$ cat config.mk
export PLATFORM = sky130hd
export DESIGN_NAME = ucr_channel
export DESIGN_NICKNAME = d
export VERILOG_FILES = /design/src/shared/ucr_pkg.sv /design/src/shared/ucr_rxq_if.sv /design/src/logic/ucr_channel.sv /design/src/logic/ucr_rx_queue.sv
export SDC_FILE = /design/constraint.sdc
export NUM_CORES = 1
export LEC_CHECK = 0
export BUFFER_PORTS_ARGS = -buffer_cell sky130_fd_sc_hd__buf_2
export CORE_ASPECT_RATIO = 1.1
export CORE_MARGIN = 4
export CORE_UTILIZATION = 30
export DETAILED_ROUTE_END_ITERATION = 7
export PLACE_DENSITY_LB_ADDON = 0.05
export RECOVER_POWER = 100
export SETUP_SLACK_MARGIN = 0.05
export SLEW_MARGIN = 20
export SYNTH_ARGS = -nofsm -noshare
export SYNTH_HDL_FRONTEND = slang
export SYNTH_SLANG_ARGS = --single-unit
$ cat constraint.sdc
create_clock -name clk -period 2.1 [get_ports clk]
set_input_delay 0.315 -clock clk [delete_from_list [all_inputs] [get_ports clk]]
set_output_delay 0.315 -clock clk [all_outputs]
set_load 0.01 [all_outputs]
$ cat src/shared/ucr_pkg.sv
// Constants, field positions, state types and shared helpers of the serial channel.
// Assumes a 16-bit register port addressed by the printed offsets.
package ucr_pkg;

    // ------------------------------------------------------------------
    // Register offsets
    // ------------------------------------------------------------------
    localparam logic [15:0] UCR_CLK_OFS  = 16'h4380;
    localparam logic [15:0] UCR_MOD_OFS  = 16'h4382;
    localparam logic [15:0] UCR_BR_OFS   = 16'h4384;
    localparam logic [15:0] UCR_CTL_OFS  = 16'h4386;
    localparam logic [15:0] UCR_TXD_OFS  = 16'h4388;
    localparam logic [15:0] UCR_RXD_OFS  = 16'h438a;
    localparam logic [15:0] UCR_INTF_OFS = 16'h438c;
    localparam logic [15:0] UCR_INTE_OFS = 16'h438e;

    // ------------------------------------------------------------------
    // Writable masks and reset values
    // ------------------------------------------------------------------
    localparam logic [15:0] UCR_CLK_MASK  = 16'h0133;
    localparam logic [15:0] UCR_MOD_MASK  = 16'h037f;
    localparam logic [15:0] UCR_BR_MASK   = 16'h0fff;
    localparam logic [15:0] UCR_INTE_MASK = 16'h007f;
    localparam logic [15:0] UCR_CLK_RST   = 16'h0000;
    localparam logic [15:0] UCR_MOD_RST   = 16'h0000;
    localparam logic [15:0] UCR_BR_RST    = 16'h0000;
    localparam logic [15:0] UCR_INTE_RST  = 16'h0000;
    localparam logic [7:0]  UCR_TXD_RST   = 8'h00;
    localparam logic        UCR_TBE_RST   = 1'b1;

    // ------------------------------------------------------------------
    // Field positions
    // ------------------------------------------------------------------
    localparam int UCR_MOD_CHLN   = 3;
    localparam int UCR_MOD_PREN   = 2;
    localparam int UCR_MOD_PRMD   = 1;
    localparam int UCR_MOD_STPB   = 0;
    localparam int UCR_BR_BRT_LO  = 0;
    localparam int UCR_CTL_SFTRST = 1;
    localparam int UCR_CTL_MODEN  = 0;
    localparam int UCR_F_RBSY     = 9;
    localparam int UCR_F_TBSY     = 8;
    localparam int UCR_F_TEND     = 6;
    localparam int UCR_F_FE       = 5;
    localparam int UCR_F_PE       = 4;
    localparam int UCR_F_OE       = 3;
    localparam int UCR_F_RB2      = 2;
    localparam int UCR_F_RB1      = 1;
    localparam int UCR_F_TBE      = 0;

    // ------------------------------------------------------------------
    // Timing: sixteen baud ticks per bit
    // ------------------------------------------------------------------
    localparam logic [3:0] UCR_OS_LAST = 4'hf;
    localparam logic [3:0] UCR_OS_MID  = 4'h7;
    localparam logic [1:0] UCR_Q_DEPTH = 2'h2;

    typedef enum logic [4:0] {
        UCR_IDLE   = 5'b0_0001,
        UCR_START  = 5'b0_0010,
        UCR_DATA   = 5'b0_0100,
        UCR_PARITY = 5'b0_1000,
        UCR_STOP   = 5'b1_0000
    } ucr_state_e;

    // Parity bit to send or expect; unused upper data bits must be zero.
    function automatic logic ucr_parity(input logic [7:0] d, input logic odd);
        ucr_parity = (^d) ^ odd;
    endfunction : ucr_parity

    function automatic logic [3:0] ucr_last_bit(input logic len8);
        ucr_last_bit = len8 ? 4'h7 : 4'h6;
    endfunction : ucr_last_bit

endpackage : ucr_pkg

$ cat src/shared/ucr_rxq_if.sv
// Carrier between the channel core and its two-byte receive queue.
// Assumes one clock shared by both ends.
`timescale 1ns/1ps
interface ucr_rxq_if;
    logic       push;
    logic [7:0] push_data;
    logic       pop;
    logic       flush;
    logic [7:0] head;
    logic [1:0] count;

    modport owner (output push, push_data, pop, flush, input head, count);
    modport queue (input push, push_data, pop, flush, output head, count);
endinterface : ucr_rxq_if

$ cat src/logic/ucr_channel.sv
// Asynchronous serial channel: register port, transmitter, receiver and flags.
// Assumes rxd is already synchronous to clk and idles high.
`timescale 1ns/1ps
module ucr_channel (
    // Clock and reset
    input  wire logic        clk,
    input  wire logic        rst,
    // Register port
    input  wire logic [15:0] addr,
    input  wire logic [15:0] wdata,
    input  wire logic        wr_en,
    input  wire logic        rd_en,
    output logic      [15:0] rdata,
    // Serial line
    output logic             txd,
    input  wire logic        rxd,
    // Interrupt request
    output logic             irq
);

    // ------------------------------------------------------------------
    // Register port decode
    // ------------------------------------------------------------------
    logic [15:0] clk_ctl_r;
    logic [15:0] mode_r;
    logic [15:0] baud_r;
    logic        moden_r;
    logic [15:0] inte_r;
    logic [7:0]  tx_hold_r;
    logic        tbe_r;
    logic        tend_r;
    logic        fe_r;
    logic        pe_r;
    logic        oe_r;
    logic [15:0] rdata_r;
    logic        irq_r;
    logic [15:0] intf;
    logic        wr_clk, wr_mod, wr_br, wr_ctl, wr_txd, wr_intf, wr_inte;
    logic        rd_rxd;
    logic        soft_rst;
    logic        len8, pren, odd, stop2;

    ucr_rxq_if rxq ();

    assign wr_clk   = wr_en && (addr == ucr_pkg::UCR_CLK_OFS);
    assign wr_mod   = wr_en && (addr == ucr_pkg::UCR_MOD_OFS);
    assign wr_br    = wr_en && (addr == ucr_pkg::UCR_BR_OFS);
    assign wr_ctl   = wr_en && (addr == ucr_pkg::UCR_CTL_OFS);
    assign wr_txd   = wr_en && (addr == ucr_pkg::UCR_TXD_OFS);
    assign wr_intf  = wr_en && (addr == ucr_pkg::UCR_INTF_OFS);
    assign wr_inte  = wr_en && (addr == ucr_pkg::UCR_INTE_OFS);
    assign rd_rxd   = rd_en && (addr == ucr_pkg::UCR_RXD_OFS);
    // The soft reset bit acts for one cycle and never reads back as one.
    assign soft_rst = wr_ctl && wdata[ucr_pkg::UCR_CTL_SFTRST];

    assign len8  = mode_r[ucr_pkg::UCR_MOD_CHLN];
    assign pren  = mode_r[ucr_pkg::UCR_MOD_PREN];
    assign odd   = mode_r[ucr_pkg::UCR_MOD_PRMD];
    assign stop2 = mode_r[ucr_pkg::UCR_MOD_STPB];

    always_ff @(posedge clk) begin
        if (rst) begin
            clk_ctl_r <= ucr_pkg::UCR_CLK_RST;
            mode_r    <= ucr_pkg::UCR_MOD_RST;
            baud_r    <= ucr_pkg::UCR_BR_RST;
            inte_r    <= ucr_pkg::UCR_INTE_RST;
            moden_r   <= 1'b0;
        end else begin
            if (wr_clk) begin
                clk_ctl_r <= wdata & ucr_pkg::UCR_CLK_MASK;
            end
            if (wr_mod) begin
                mode_r <= wdata & ucr_pkg::UCR_MOD_MASK;
            end
            if (wr_br) begin
                baud_r <= wdata & ucr_pkg::UCR_BR_MASK;
            end
            if (wr_inte) begin
                inte_r <= wdata & ucr_pkg::UCR_INTE_MASK;
            end
            if (wr_ctl) begin
                moden_r <= wdata[ucr_pkg::UCR_CTL_MODEN];
            end
        end
    end

    // ------------------------------------------------------------------
    // Baud tick: one pulse every BRT+1 clocks, sixteen per bit
    // ------------------------------------------------------------------
    logic [7:0] baud_cnt_r;
    logic       tick;

    assign tick = moden_r && (baud_cnt_r == baud_r[ucr_pkg::UCR_BR_BRT_LO +: 8]);

    always_ff @(posedge clk) begin
        if (rst || soft_rst || !moden_r || tick) begin
            baud_cnt_r <= 8'h00;
        end else begin
            baud_cnt_r <= baud_cnt_r + 8'h01;
        end
    end

    // ------------------------------------------------------------------
    // Transmitter
    // ------------------------------------------------------------------
    ucr_pkg::ucr_state_e tx_state_r;
    logic [3:0] tx_os_r;
    logic [3:0] tx_bit_r;
    logic [7:0] tx_shift_r;
    logic       tx_par_r;
    logic       tx_out_r;
    logic       tx_load;
    logic       tx_os_end;
    logic       tx_done;
    logic [7:0] tx_word;

    assign tx_word   = len8 ? tx_hold_r : {1'b0, tx_hold_r[6:0]};
    assign tx_os_end = tick && (tx_os_r == ucr_pkg::UCR_OS_LAST);
    assign tx_load   = tick && !soft_rst && (tx_state_r == ucr_pkg::UCR_IDLE) && !tbe_r;
    assign tx_done   = tx_os_end && !soft_rst && (tx_state_r == ucr_pkg::UCR_STOP)
                       && (!stop2 || (tx_bit_r != 4'h0));

    always_ff @(posedge clk) begin
        if (wr_txd) begin
            tx_hold_r <= wdata[7:0];
        end else if (rst) begin
            tx_hold_r <= ucr_pkg::UCR_TXD_RST;
        end
    end

    always_ff @(posedge clk) begin
        if (rst || soft_rst || !moden_r) begin
            tx_state_r <= ucr_pkg::UCR_IDLE;
            tx_os_r    <= 4'h0;
            tx_bit_r   <= 4'h0;
            tx_shift_r <= 8'h00;
            tx_par_r   <= 1'b0;
            tx_out_r   <= 1'b1;
        end else if (tick) begin
            tx_os_r <= tx_os_r + 4'h1;
            unique case (tx_state_r)
                ucr_pkg::UCR_IDLE: begin
                    tx_os_r <= 4'h0;
                    if (tx_load) begin
                        tx_shift_r <= tx_word;
                        tx_par_r   <= ucr_pkg::ucr_parity(tx_word, odd);
                        tx_out_r   <= 1'b0;
                        tx_state_r <= ucr_pkg::UCR_START;
                    end
                end
                ucr_pkg::UCR_START: begin
                    if (tx_os_end) begin
                        tx_bit_r   <= 4'h0;
                        tx_out_r   <= tx_shift_r[0];
                        tx_state_r <= ucr_pkg::UCR_DATA;
                    end
                end
                ucr_pkg::UCR_DATA: begin
                    if (tx_os_end) begin
                        if (tx_bit_r == ucr_pkg::ucr_last_bit(len8)) begin
                            tx_bit_r   <= 4'h0;
                            tx_out_r   <= pren ? tx_par_r : 1'b1;
                            tx_state_r <= pren ? ucr_pkg::UCR_PARITY : ucr_pkg::UCR_STOP;
                        end else begin
                            tx_bit_r   <= tx_bit_r + 4'h1;
                            tx_shift_r <= {1'b0, tx_shift_r[7:1]};
                            tx_out_r   <= tx_shift_r[1];
                        end
                    end
                end
                ucr_pkg::UCR_PARITY: begin
                    if (tx_os_end) begin
                        tx_out_r   <= 1'b1;
                        tx_state_r <= ucr_pkg::UCR_STOP;
                    end
                end
                ucr_pkg::UCR_STOP: begin
                    if (tx_done) begin
                        tx_bit_r   <= 4'h0;
                        tx_state_r <= ucr_pkg::UCR_IDLE;
                    end else if (tx_os_end) begin
                        tx_bit_r <= 4'h1;
                    end
                end
                default: begin
                    tx_state_r <= ucr_pkg::UCR_IDLE;
                end
            endcase
        end
    end

    // ------------------------------------------------------------------
    // Receiver
    // ------------------------------------------------------------------
    ucr_pkg::ucr_state_e rx_state_r;
    logic [3:0] rx_os_r;
    logic [3:0] rx_bit_r;
    logic [7:0] rx_shift_r;
    logic       rx_pbit_r;
    logic       rx_done;
    logic       rx_os_end;
    logic [7:0] rx_word;

    assign rx_word   = len8 ? rx_shift_r : {1'b0, rx_shift_r[7:1]};
    assign rx_os_end = tick && (rx_os_r == ucr_pkg::UCR_OS_LAST);
    assign rx_done   = rx_os_end && !soft_rst && (rx_state_r == ucr_pkg::UCR_STOP);

    always_ff @(posedge clk) begin
        if (rst || soft_rst || !moden_r) begin
            rx_state_r <= ucr_pkg::UCR_IDLE;
            rx_os_r    <= 4'h0;
            rx_bit_r   <= 4'h0;
            rx_shift_r <= 8'h00;
            rx_pbit_r  <= 1'b0;
        end else if (tick) begin
            rx_os_r <= rx_os_r + 4'h1;
            unique case (rx_state_r)
                ucr_pkg::UCR_IDLE: begin
                    rx_os_r <= 4'h0;
                    if (!rxd) begin
                        rx_state_r <= ucr_pkg::UCR_START;
                    end
                end
                ucr_pkg::UCR_START: begin
                    // Re-check at mid start bit so a short glitch is not taken as a frame.
                    if (rx_os_r == ucr_pkg::UCR_OS_MID) begin
                        rx_os_r    <= 4'h0;
                        rx_bit_r   <= 4'h0;
                        rx_state_r <= rxd ? ucr_pkg::UCR_IDLE : ucr_pkg::UCR_DATA;
                    end
                end
                ucr_pkg::UCR_DATA: begin
                    if (rx_os_end) begin
                        rx_shift_r <= {rxd, rx_shift_r[7:1]};
                        rx_bit_r   <= rx_bit_r + 4'h1;
                        if (rx_bit_r == ucr_pkg::ucr_last_bit(len8)) begin
                            rx_state_r <= pren ? ucr_pkg::UCR_PARITY : ucr_pkg::UCR_STOP;
                        end
                    end
                end
                ucr_pkg::UCR_PARITY: begin
                    if (rx_os_end) begin
                        rx_pbit_r  <= rxd;
                        rx_state_r <= ucr_pkg::UCR_STOP;
                    end
                end
                ucr_pkg::UCR_STOP: begin
                    if (rx_os_end) begin
                        rx_state_r <= ucr_pkg::UCR_IDLE;
                    end
                end
                default: begin
                    rx_state_r <= ucr_pkg::UCR_IDLE;
                end
            endcase
        end
    end

    assign rxq.push      = rx_done;
    assign rxq.push_data = rx_word;
    assign rxq.pop       = rd_rxd;
    assign rxq.flush     = soft_rst;

    ucr_rx_queue ucr_rx_queue_i (
        .clk (clk),
        .rst (rst),
        .q   (rxq)
    );

    // ------------------------------------------------------------------
    // Status flags: hardware sets win over software clears, except TBE, where a transmit write wins over the load
    // ------------------------------------------------------------------
    logic overrun;
    logic fe_evt;
    logic pe_evt;

    assign overrun = rx_done && (rxq.count == ucr_pkg::UCR_Q_DEPTH) && !rd_rxd;
    assign fe_evt  = rx_done && !rxd;
    assign pe_evt  = rx_done && pren && (rx_pbit_r != ucr_pkg::ucr_parity(rx_word, odd));

    always_ff @(posedge clk) begin
        if (rst || soft_rst) begin
            tbe_r <= ucr_pkg::UCR_TBE_RST;
        end else if (wr_txd) begin
            // A write while the buffer is full refills it, so the clear must stand.
            tbe_r <= 1'b0;
        end else if (tx_load) begin
            tbe_r <= 1'b1;
        end
    end

    always_ff @(posedge clk) begin
        if (rst || soft_rst) begin
            tend_r <= 1'b0;
            oe_r   <= 1'b0;
            fe_r   <= 1'b0;
            pe_r   <= 1'b0;
        end else begin
            tend_r <= (tx_done && tbe_r) ||
                      (tend_r && !(wr_intf && wdata[ucr_pkg::UCR_F_TEND]));
            oe_r   <= overrun || (oe_r && !(wr_intf && wdata[ucr_pkg::UCR_F_OE]));
            fe_r   <= fe_evt ||
                      (fe_r && !rd_rxd && !(wr_intf && wdata[ucr_pkg::UCR_F_FE]));
            pe_r   <= pe_evt ||
                      (pe_r && !rd_rxd && !(wr_intf && wdata[ucr_pkg::UCR_F_PE]));
        end
    end

    always_comb begin
        intf                       = 16'h0000;
        intf[ucr_pkg::UCR_F_RBSY]  = rx_state_r != ucr_pkg::UCR_IDLE;
        intf[ucr_pkg::UCR_F_TBSY]  = tx_state_r != ucr_pkg::UCR_IDLE;
        intf[ucr_pkg::UCR_F_TEND]  = tend_r;
        intf[ucr_pkg::UCR_F_FE]    = fe_r;
        intf[ucr_pkg::UCR_F_PE]    = pe_r;
        intf[ucr_pkg::UCR_F_OE]    = oe_r;
        intf[ucr_pkg::UCR_F_RB2]   = rxq.count == ucr_pkg::UCR_Q_DEPTH;
        intf[ucr_pkg::UCR_F_RB1]   = rxq.count != 2'h0;
        intf[ucr_pkg::UCR_F_TBE]   = tbe_r;
    end

    // ------------------------------------------------------------------
    // Read data and interrupt request
    // ------------------------------------------------------------------
    always_ff @(posedge clk) begin
        if (rst || !rd_en) begin
            rdata_r <= 16'h0000;
        end else begin
            unique case (addr)
                ucr_pkg::UCR_CLK_OFS:  rdata_r <= clk_ctl_r;
                ucr_pkg::UCR_MOD_OFS:  rdata_r <= mode_r;
                ucr_pkg::UCR_BR_OFS:   rdata_r <= baud_r;
                ucr_pkg::UCR_CTL_OFS:  rdata_r <= {15'h0000, moden_r};
                ucr_pkg::UCR_TXD_OFS:  rdata_r <= {8'h00, tx_hold_r};
                ucr_pkg::UCR_RXD_OFS:  rdata_r <= {8'h00, rxq.head};
                ucr_pkg::UCR_INTF_OFS: rdata_r <= intf;
                ucr_pkg::UCR_INTE_OFS: rdata_r <= inte_r;
                default:               rdata_r <= 16'h0000;
            endcase
        end
    end

    always_ff @(posedge clk) begin
        if (rst) begin
            irq_r <= 1'b0;
        end else begin
            irq_r <= |(intf[6:0] & inte_r[6:0]);
        end
    end

    assign rdata = rdata_r;
    assign txd   = tx_out_r;
    assign irq   = irq_r;

endmodule : ucr_channel

$ cat src/logic/ucr_rx_queue.sv
// Two-entry receive queue; the oldest byte always sits in a register.
// Pushes beyond depth are dropped here; the owner's overrun logic only flags them.
`timescale 1ns/1ps
module ucr_rx_queue (
    // Clock and reset
    input  wire logic  clk,
    input  wire logic  rst,
    // Queue side
    ucr_rxq_if.queue   q
);
    logic [7:0] slot0_r;
    logic [7:0] slot1_r;
    logic [1:0] count_r;
    logic       push_ok;
    logic       pop_ok;

    assign pop_ok  = q.pop && (count_r != 2'h0);
    assign push_ok = q.push && ((count_r != ucr_pkg::UCR_Q_DEPTH) || pop_ok);
    assign q.head  = slot0_r;
    assign q.count = count_r;

    always_ff @(posedge clk) begin
        if (rst || q.flush) begin
            slot0_r <= 8'h00;
            slot1_r <= 8'h00;
        end else if (pop_ok) begin
            if (count_r == ucr_pkg::UCR_Q_DEPTH) begin
                slot0_r <= slot1_r;
                if (push_ok) begin
                    slot1_r <= q.push_data;
                end
            end else if (push_ok) begin
                slot0_r <= q.push_data;
            end
        end else if (push_ok) begin
            if (count_r == 2'h0) begin
                slot0_r <= q.push_data;
            end else begin
                slot1_r <= q.push_data;
            end
        end
    end

    always_ff @(posedge clk) begin
        if (rst || q.flush) begin
            count_r <= 2'h0;
        end else begin
            count_r <= count_r + {1'b0, push_ok} - {1'b0, pop_ok};
        end
    end

endmodule : ucr_rx_queue

# Word level (Yosys, flattened, before mapping)

Index checks and enable logic that the tools add are counted.

Bitwise operators: 3
Muxes and demuxes: 56
Equal/unequal tests: 45
Add/sub/neg operators: 7
Reduce and logical (&&, ||, !) cells: 85

Operators by type and width:

| kind                   | number |
|---|---|
| $eq A16 B15 Y1 const B | 8 |
| $mux W8                | 16 |
| $pmux W12 S8           | 1 |
| $mux W5                | 13 |
| $pmux W5 S5            | 2 |
| $logic_and A1 B1 Y1    | 38 |
| $mux W4                | 9 |
| $ne A2 B2 Y1 const B   | 15 |
| $add A4 B1 Y4 const B  | 4 |
| $pmux W4 S2            | 2 |
| $pmux W8 S2            | 1 |
| $reduce_bool A2 Y1     | 8 |
| $reduce_xor A8 Y1      | 2 |
| $reduce_and A3 Y1      | 5 |
| $reduce_and A7 Y1      | 2 |
| $pmux W4 S3            | 1 |
| $logic_not A1 Y1       | 11 |
| $eq A5 B1 Y1 const B   | 2 |
| $eq A5 B2 Y1 const B   | 2 |
| $eq A5 B3 Y1 const B   | 2 |
| $eq A5 B4 Y1 const B   | 2 |
| $eq A5 B5 Y1 const B   | 2 |
| $logic_or A1 B1 Y1     | 10 |
| $ne A5 B1 Y1 const B   | 2 |
| 24 further kinds       | 36 |

Output and inout bits: 18
Flip-flop bits (word level): 135
Logic and storage cells: 224

# Longest topological paths before layout

Depth after elaboration: 10
Depth in mapped cells: 10
Gate-level depth less buffers: 9

# Cells and area by module

Synthesis repeated with hierarchy kept, for this count alone.

Cells, all modules: 781
Area, all modules: 6685.2 um^2

By module, submodules not included:

| module       | area an instance (um^2) | cells each | sequential area each (um^2) | times used |
|---|---|---|---|---|
| ucr_channel  | 5657.9                  | 665        | 2342.2                      | 1 |
| ucr_rx_queue | 1027.2                  | 116        | 360.3                       | 1 |

# Worst setup path before layout

No wires, ideal clock.

Kind: register to register
From: register baud_cnt_r[0]
To: register ucr_rx_queue_i.count_r[1] (netlist: ucr_rx_queue_i.q.count[1])
Data arrival time: 2.137 ns
Cell stages (with the launch flop): 11
Required time: 1.972 ns
Setup slack: -0.164 ns
Period minus slack after synthesis: 2.264 ns
Cell sequence: dfxtp_1 > xnor2_2 > nand3_1 > or3_1 > buf_2 > clkbuf_1 > nor4_1 > ha_1 > xor2_1 > xnor2_1 > nor2_1

Word-level cells in the longest chain between the ends: 8

RTL lines:

| what                              | RTL line           | source |
|---|---|---|
| start, declared                   | ucr_channel.sv:90  | `logic [7:0] baud_cnt_r;` |
| start signal, assigned            | ucr_channel.sv:99  | `baud_cnt_r <= baud_cnt_r + 8'h01;` |
| $eq A8 B8 Y1                      | ucr_channel.sv:93  | `assign tick = moden_r && (baud_cnt_r == baud_r[ucr_pkg::UCR_BR_BRT_LO +: 8]);` |
| $logic_and A1 B1 Y1               | ucr_channel.sv:93  |  |
| $logic_and A1 B1 Y1               | ucr_channel.sv:205 | `assign rx_os_end = tick && (rx_os_r == ucr_pkg::UCR_OS_LAST);` |
| $logic_and A1 B1 Y1 (2 in series) | ucr_channel.sv:206 | `assign rx_done = rx_os_end && !soft_rst && (rx_state_r == ucr_pkg::UCR_STOP);` |
| $logic_and A1 B1 Y1               | ucr_rx_queue.sv:18 | `assign push_ok = q.push && ((count_r != ucr_pkg::UCR_Q_DEPTH) \|\| pop_ok);` |
| $add A2 B1 Y2                     | ucr_rx_queue.sv:48 | `count_r <= count_r + {1'b0, push_ok} - {1'b0, pop_ok};` |
| $sub A2 B1 Y2                     | ucr_rx_queue.sv:48 |  |
| end signal, assigned              | ucr_rx_queue.sv:48 |  |
| end, declared                     | ucr_rx_queue.sv:13 | `logic [1:0] count_r;` |

Every way passes these cells.
A chain may end at the register's enable or synchronous reset.

# Worst setup path after layout

From: register baud_r[0]
To: register ucr_rx_queue_i.slot1_r[7]

Word-level cells in the longest chain between the ends: 7

RTL lines:

| what                              | RTL line           | source |
|---|---|---|
| start, declared                   | ucr_channel.sv:26  | `logic [15:0] baud_r;` |
| start signal, assigned            | ucr_channel.sv:65  | `baud_r <= ucr_pkg::UCR_BR_RST;` |
| start signal, assigned            | ucr_channel.sv:76  | `baud_r <= wdata & ucr_pkg::UCR_BR_MASK;` |
| $eq A8 B8 Y1                      | ucr_channel.sv:93  |  |
| $logic_and A1 B1 Y1               | ucr_channel.sv:93  |  |
| $logic_and A1 B1 Y1               | ucr_channel.sv:205 |  |
| $logic_and A1 B1 Y1 (2 in series) | ucr_channel.sv:206 |  |
| $logic_and A1 B1 Y1               | ucr_rx_queue.sv:18 |  |
| $reduce_and A3 Y1 (no line)       | n/a                |  |
| end signal, assigned              | ucr_rx_queue.sv:30 | `slot1_r <= q.push_data;` |
| end signal, assigned              | ucr_rx_queue.sv:39 | `slot1_r <= q.push_data;` |
| end, declared                     | ucr_rx_queue.sv:12 | `logic [7:0] slot1_r;` |

Every way passes these cells.

==> flow_summary.ini <==
[status]
status = finished, violations left
violations = setup timing

[worst_setup_path]
critPathCapture = ucr_rx_queue_i.slot1_r[7]$_SDFFE_PP0P_
cp-start-kind = flop
endpoint_kind = flop
critPathKind = reg -> reg
r2r_cells = 7
crit_path_cell_trace = xnor2_2, buf_4, nand4_1, or4_4, a211o_4, mux2i_1, nor2_1
cp.depth = 7
crit_path_max_fanout = 8
critical-path-top-delay-family = simple AND/OR/NAND/NOR gates
reg2reg_slack_ns = -0.06
crit_arrival_ns = 2.46
r2r_end = ucr_rx_queue_i.slot1_r[7]$_SDFFE_PP0P_
critPathBufInv = 1
crit_slowest_cell = or4_4
r2r-start = baud_r[0]$_SDFFE_PP0P_
worstSetupStartpoint = baud_r[0]$_SDFFE_PP0P_
critical_path.max_stage_delay_ns = 0.55
required_ns = 2.40

[die]
initial_core_util = 0.308
die_w_um = 150
fp.dieH_um = 164
ioPinCount = 55
coreArea_um2 = 21500
die_area_um2 = 24500
rows = 56

[synthesis]
seq_area_frac_synth = 0.408
syn_avg_cell_area_um2 = 9.01
yosysUniqueCellTypes = 62
synthArstFlopShare = 0
synth-edff-count = 8
synthesis.area_um2 = 6620
synth_seq_cells = 131
ys.flop_type = dfxtp_1
ys_warn_count = 0
synthCells = 735

[layout]
area_delta_synth_final_pct = 36.7
final_util = 0.421
fin_nets = 935
drive_above_1_share = 0.334
diodes = 0
multi_input_area_um2 = 4090
n_fill_cell = 2234
regArea_um2 = 2720

[sta]
post-route-period-util = 1.03
tightest_slew_ns = 0.582
setup_tns_ns = -0.548
rsz0062_at_grt = yes
slew_headroom = 0.612
min_period_ns = 2.16
hold_viol = 0
setup_viol = 18
finClkSkew_ns = 0.0163
fmax_mhz = 464
setup_ws_ns = -0.0561
holdWs_ns = 0.139
maxSlewViolCount = 0

[grt]
grt_pass1_wl_um = 33700
grt_use_total = 0.178
grt_pass1_vias = 5936
grt_overflow_total = 0
antenna_found_initial = 0
grt_max_degree = 39

[power]
p_per_area_nw_per_um2 = 626
vdd_drop_max_v = 0.000506
cellLeakagePower_nw = 3.51

[clock_network]
cts_root_buf = clkbuf_16
clk_pin_slew_ns = 0.07
tritoncts = yes
hold_buffers = 0
htree_levels = 4
clkSinkCount = 131
cts_inserted_buffers = 17
clockBufferDepth = 2
clock_latency_ns = 0.42

[route]
dr.pass1.iters = 5
wl_um = 21300
wl_per_cell_um = 17.9
drc = 0
drt_iter0_drc = 316
vias_per_cell = 4.99
vias = 5959
drtAntennaViolNets = 0

[placed_design]
finalWeightedCongestion = 0.866
placement.io_buffers = 46
hpwl_um = 16200

[min_path]
hold_path_class = in -> reg

[run]
maxCapViolations = 0
==> power breakdown <==
group,internal [W],switching (W)
Combinational,0.0000763,0.000113
Clock,0.00175,0.00120
Sequential,0.00252,0.0000130
Total,0.00434,0.00133
==> sequential cells by signal (all words and copies together) (netlist names), 2 cells and up <==
register,count
rdata,12
rx_state_r,5
tx_hold_r,8
ucr_rx_queue_i.q.count,2
rx_bit_r,4
rx_shift_r,8
inte_r,7
tx_os_r,4
ucr_rx_queue_i.slot1_r,8
tx_bit_r,4
baud_r,12
clk_ctl_r,5
baud_cnt_r,8
tx_shift_r,8
ucr_rx_queue_i.q.head,8
rx_os_r,4
mode_r,9
tx_state_r,5
==> synthesized netlist by cell type, types with 3 or more instances <==
master / n / area (µm²)
nand3b_1: 3 / 22.5
a211oi_1: 8 / 60.1
a22oi_1: 10 / 75.1
a21oi_1: 46 / 230
nand2_1: 41 / 154
ha_1: 8 / 100
nand4b_1: 5 / 43.8
a222oi_1: 4 / 40.0
nand4_1: 9 / 56.3
and3_1: 18 / 113
inv_1: 11 / 41.3
nor2_1: 105 / 394
dfxtp_1: 123 / 2460
and2_1: 15 / 93.8
nor3_1: 13 / 65.1
buf_2: 6 / 30.0
o22a_1: 3 / 26.3
o21ai_0: 27 / 135
nand2b_1: 4 / 25.0
edfxtp_1: 8 / 240
and3b_1: 4 / 35.0
or4_1: 8 / 60.1
mux2_2: 21 / 236
nand3_1: 35 / 175
o31ai_1: 3 / 22.5
nor2b_1: 8 / 50.1
and4_1: 4 / 35.0
a21o_1: 4 / 30.0
mux4_2: 5 / 113
xor2_1: 13 / 114
buf_4: 9 / 67.6
or3_1: 6 / 37.5
a31oi_1: 4 / 25.0
clkbuf_1: 28 / 105
xnor2_1: 24 / 210
mux2i_1: 55 / 551
==> area by class of cell <==
class | instances | share of cell area
inverters | 11 | 0.00456
multi-input cells | 552 | 0.452
clock inverters | 12 | 0.0134
well taps | 290 | 0.0401
repair buffers | 177 | 0.138
flip-flops and latches | 131 | 0.301
clock buffers | 20 | 0.0517
==> repair_timing <==
| item | in CTS | in global routing |
|---|---|---|
| setup endpoints to repair | 43 | 71 |
| resized for setup | 51 | 56 |
| pin swaps | 40 | 32 |
| buffers inserted | 14 | 4 |
==> worst min-delay path, cell delays in order <==
cell     delay, ns
buf_2         0.08
mux2i_1       0.06
nor2_1        0.07
==> worst min path at each step <==
stage                                     from                          to  slack, ns  depth (start not counted)
CTS                                  wdata[10]     baud_r[10]$_SDFFE_PP0P_       0.12                          3
global route                         wdata[10]     baud_r[10]$_SDFFE_PP0P_       0.15                          3
finish                               wdata[10]     baud_r[10]$_SDFFE_PP0P_       0.14                          3
detailed placement            txd$_SDFFE_PP1P_            txd$_SDFFE_PP1P_       0.46                          2
floorplan           rx_shift_r[0]$_SDFFE_PP0P_  rx_shift_r[0]$_SDFFE_PP0P_       0.43                          2
global placement    rx_shift_r[0]$_SDFFE_PP0P_  rx_shift_r[0]$_SDFFE_PP0P_       0.44                          2
==> through the flow <==
| stage | instances | setup WS (ns) | instance area [µm²] | total power, W |
|---|---|---|---|---|
| floorplan | 738 | -0.0410 | 6730 | 0.00268 |
| global placement | 1147 | -0.272 | 8010 | 0.00277 |
| detailed placement | 1147 | -0.333 | 8010 | 0.00277 |
| CTS | 1191 | -0.0584 | 8910 | 0.00574 |
| global route | 1193 | -0.187 | 9050 | 0.00586 |
| finish | 1193 | -0.0561 | 9050 | 0.00567 |
==> placed cells by master (no fill, tap or decap), drive strengths merged, types with 6 or more instances in the layout <==
| cell | instances |
|---|---|
| nor2 | 105 |
| o21ai | 27 |
| a21oi | 47 |
| mux2 | 21 |
| or3 | 6 |
| xnor2 | 26 |
| a22oi | 10 |
| clkbuf | 48 |
| or4 | 8 |
| nor2b | 8 |
| and2 | 16 |
| nand2 | 41 |
| dfxtp | 123 |
| buf | 149 |
| edfxtp | 8 |
| mux2i | 55 |
| xor2 | 13 |
| inv | 14 |
| ha | 8 |
| nand3 | 35 |
| nor3 | 13 |
| nand4 | 9 |
| and3 | 18 |
| a211oi | 8 |
==> metal layers <==
metal	track usage	routed length, µm
met5	0	0
met4	0.0449	170
met3	0.0334	723
met2	0.306	10800
met1	0.230	9650
==> cells by family after synthesis <==
kind of cell / count (synthesis) / share of synthesized area
AOI/OAI and AO/OA: 130 / 0.128
xor gates and xnor gates: 39 / 0.0539
adders and majority gates: 8 / 0.0151
buffers and inverters: 55 / 0.0374
DFF: 131 / 0.408
muxes: 81 / 0.136
other: 1 / 0.000567
and+or+nand+nor: 290 / 0.220
(Power assumes the default switching activity.)
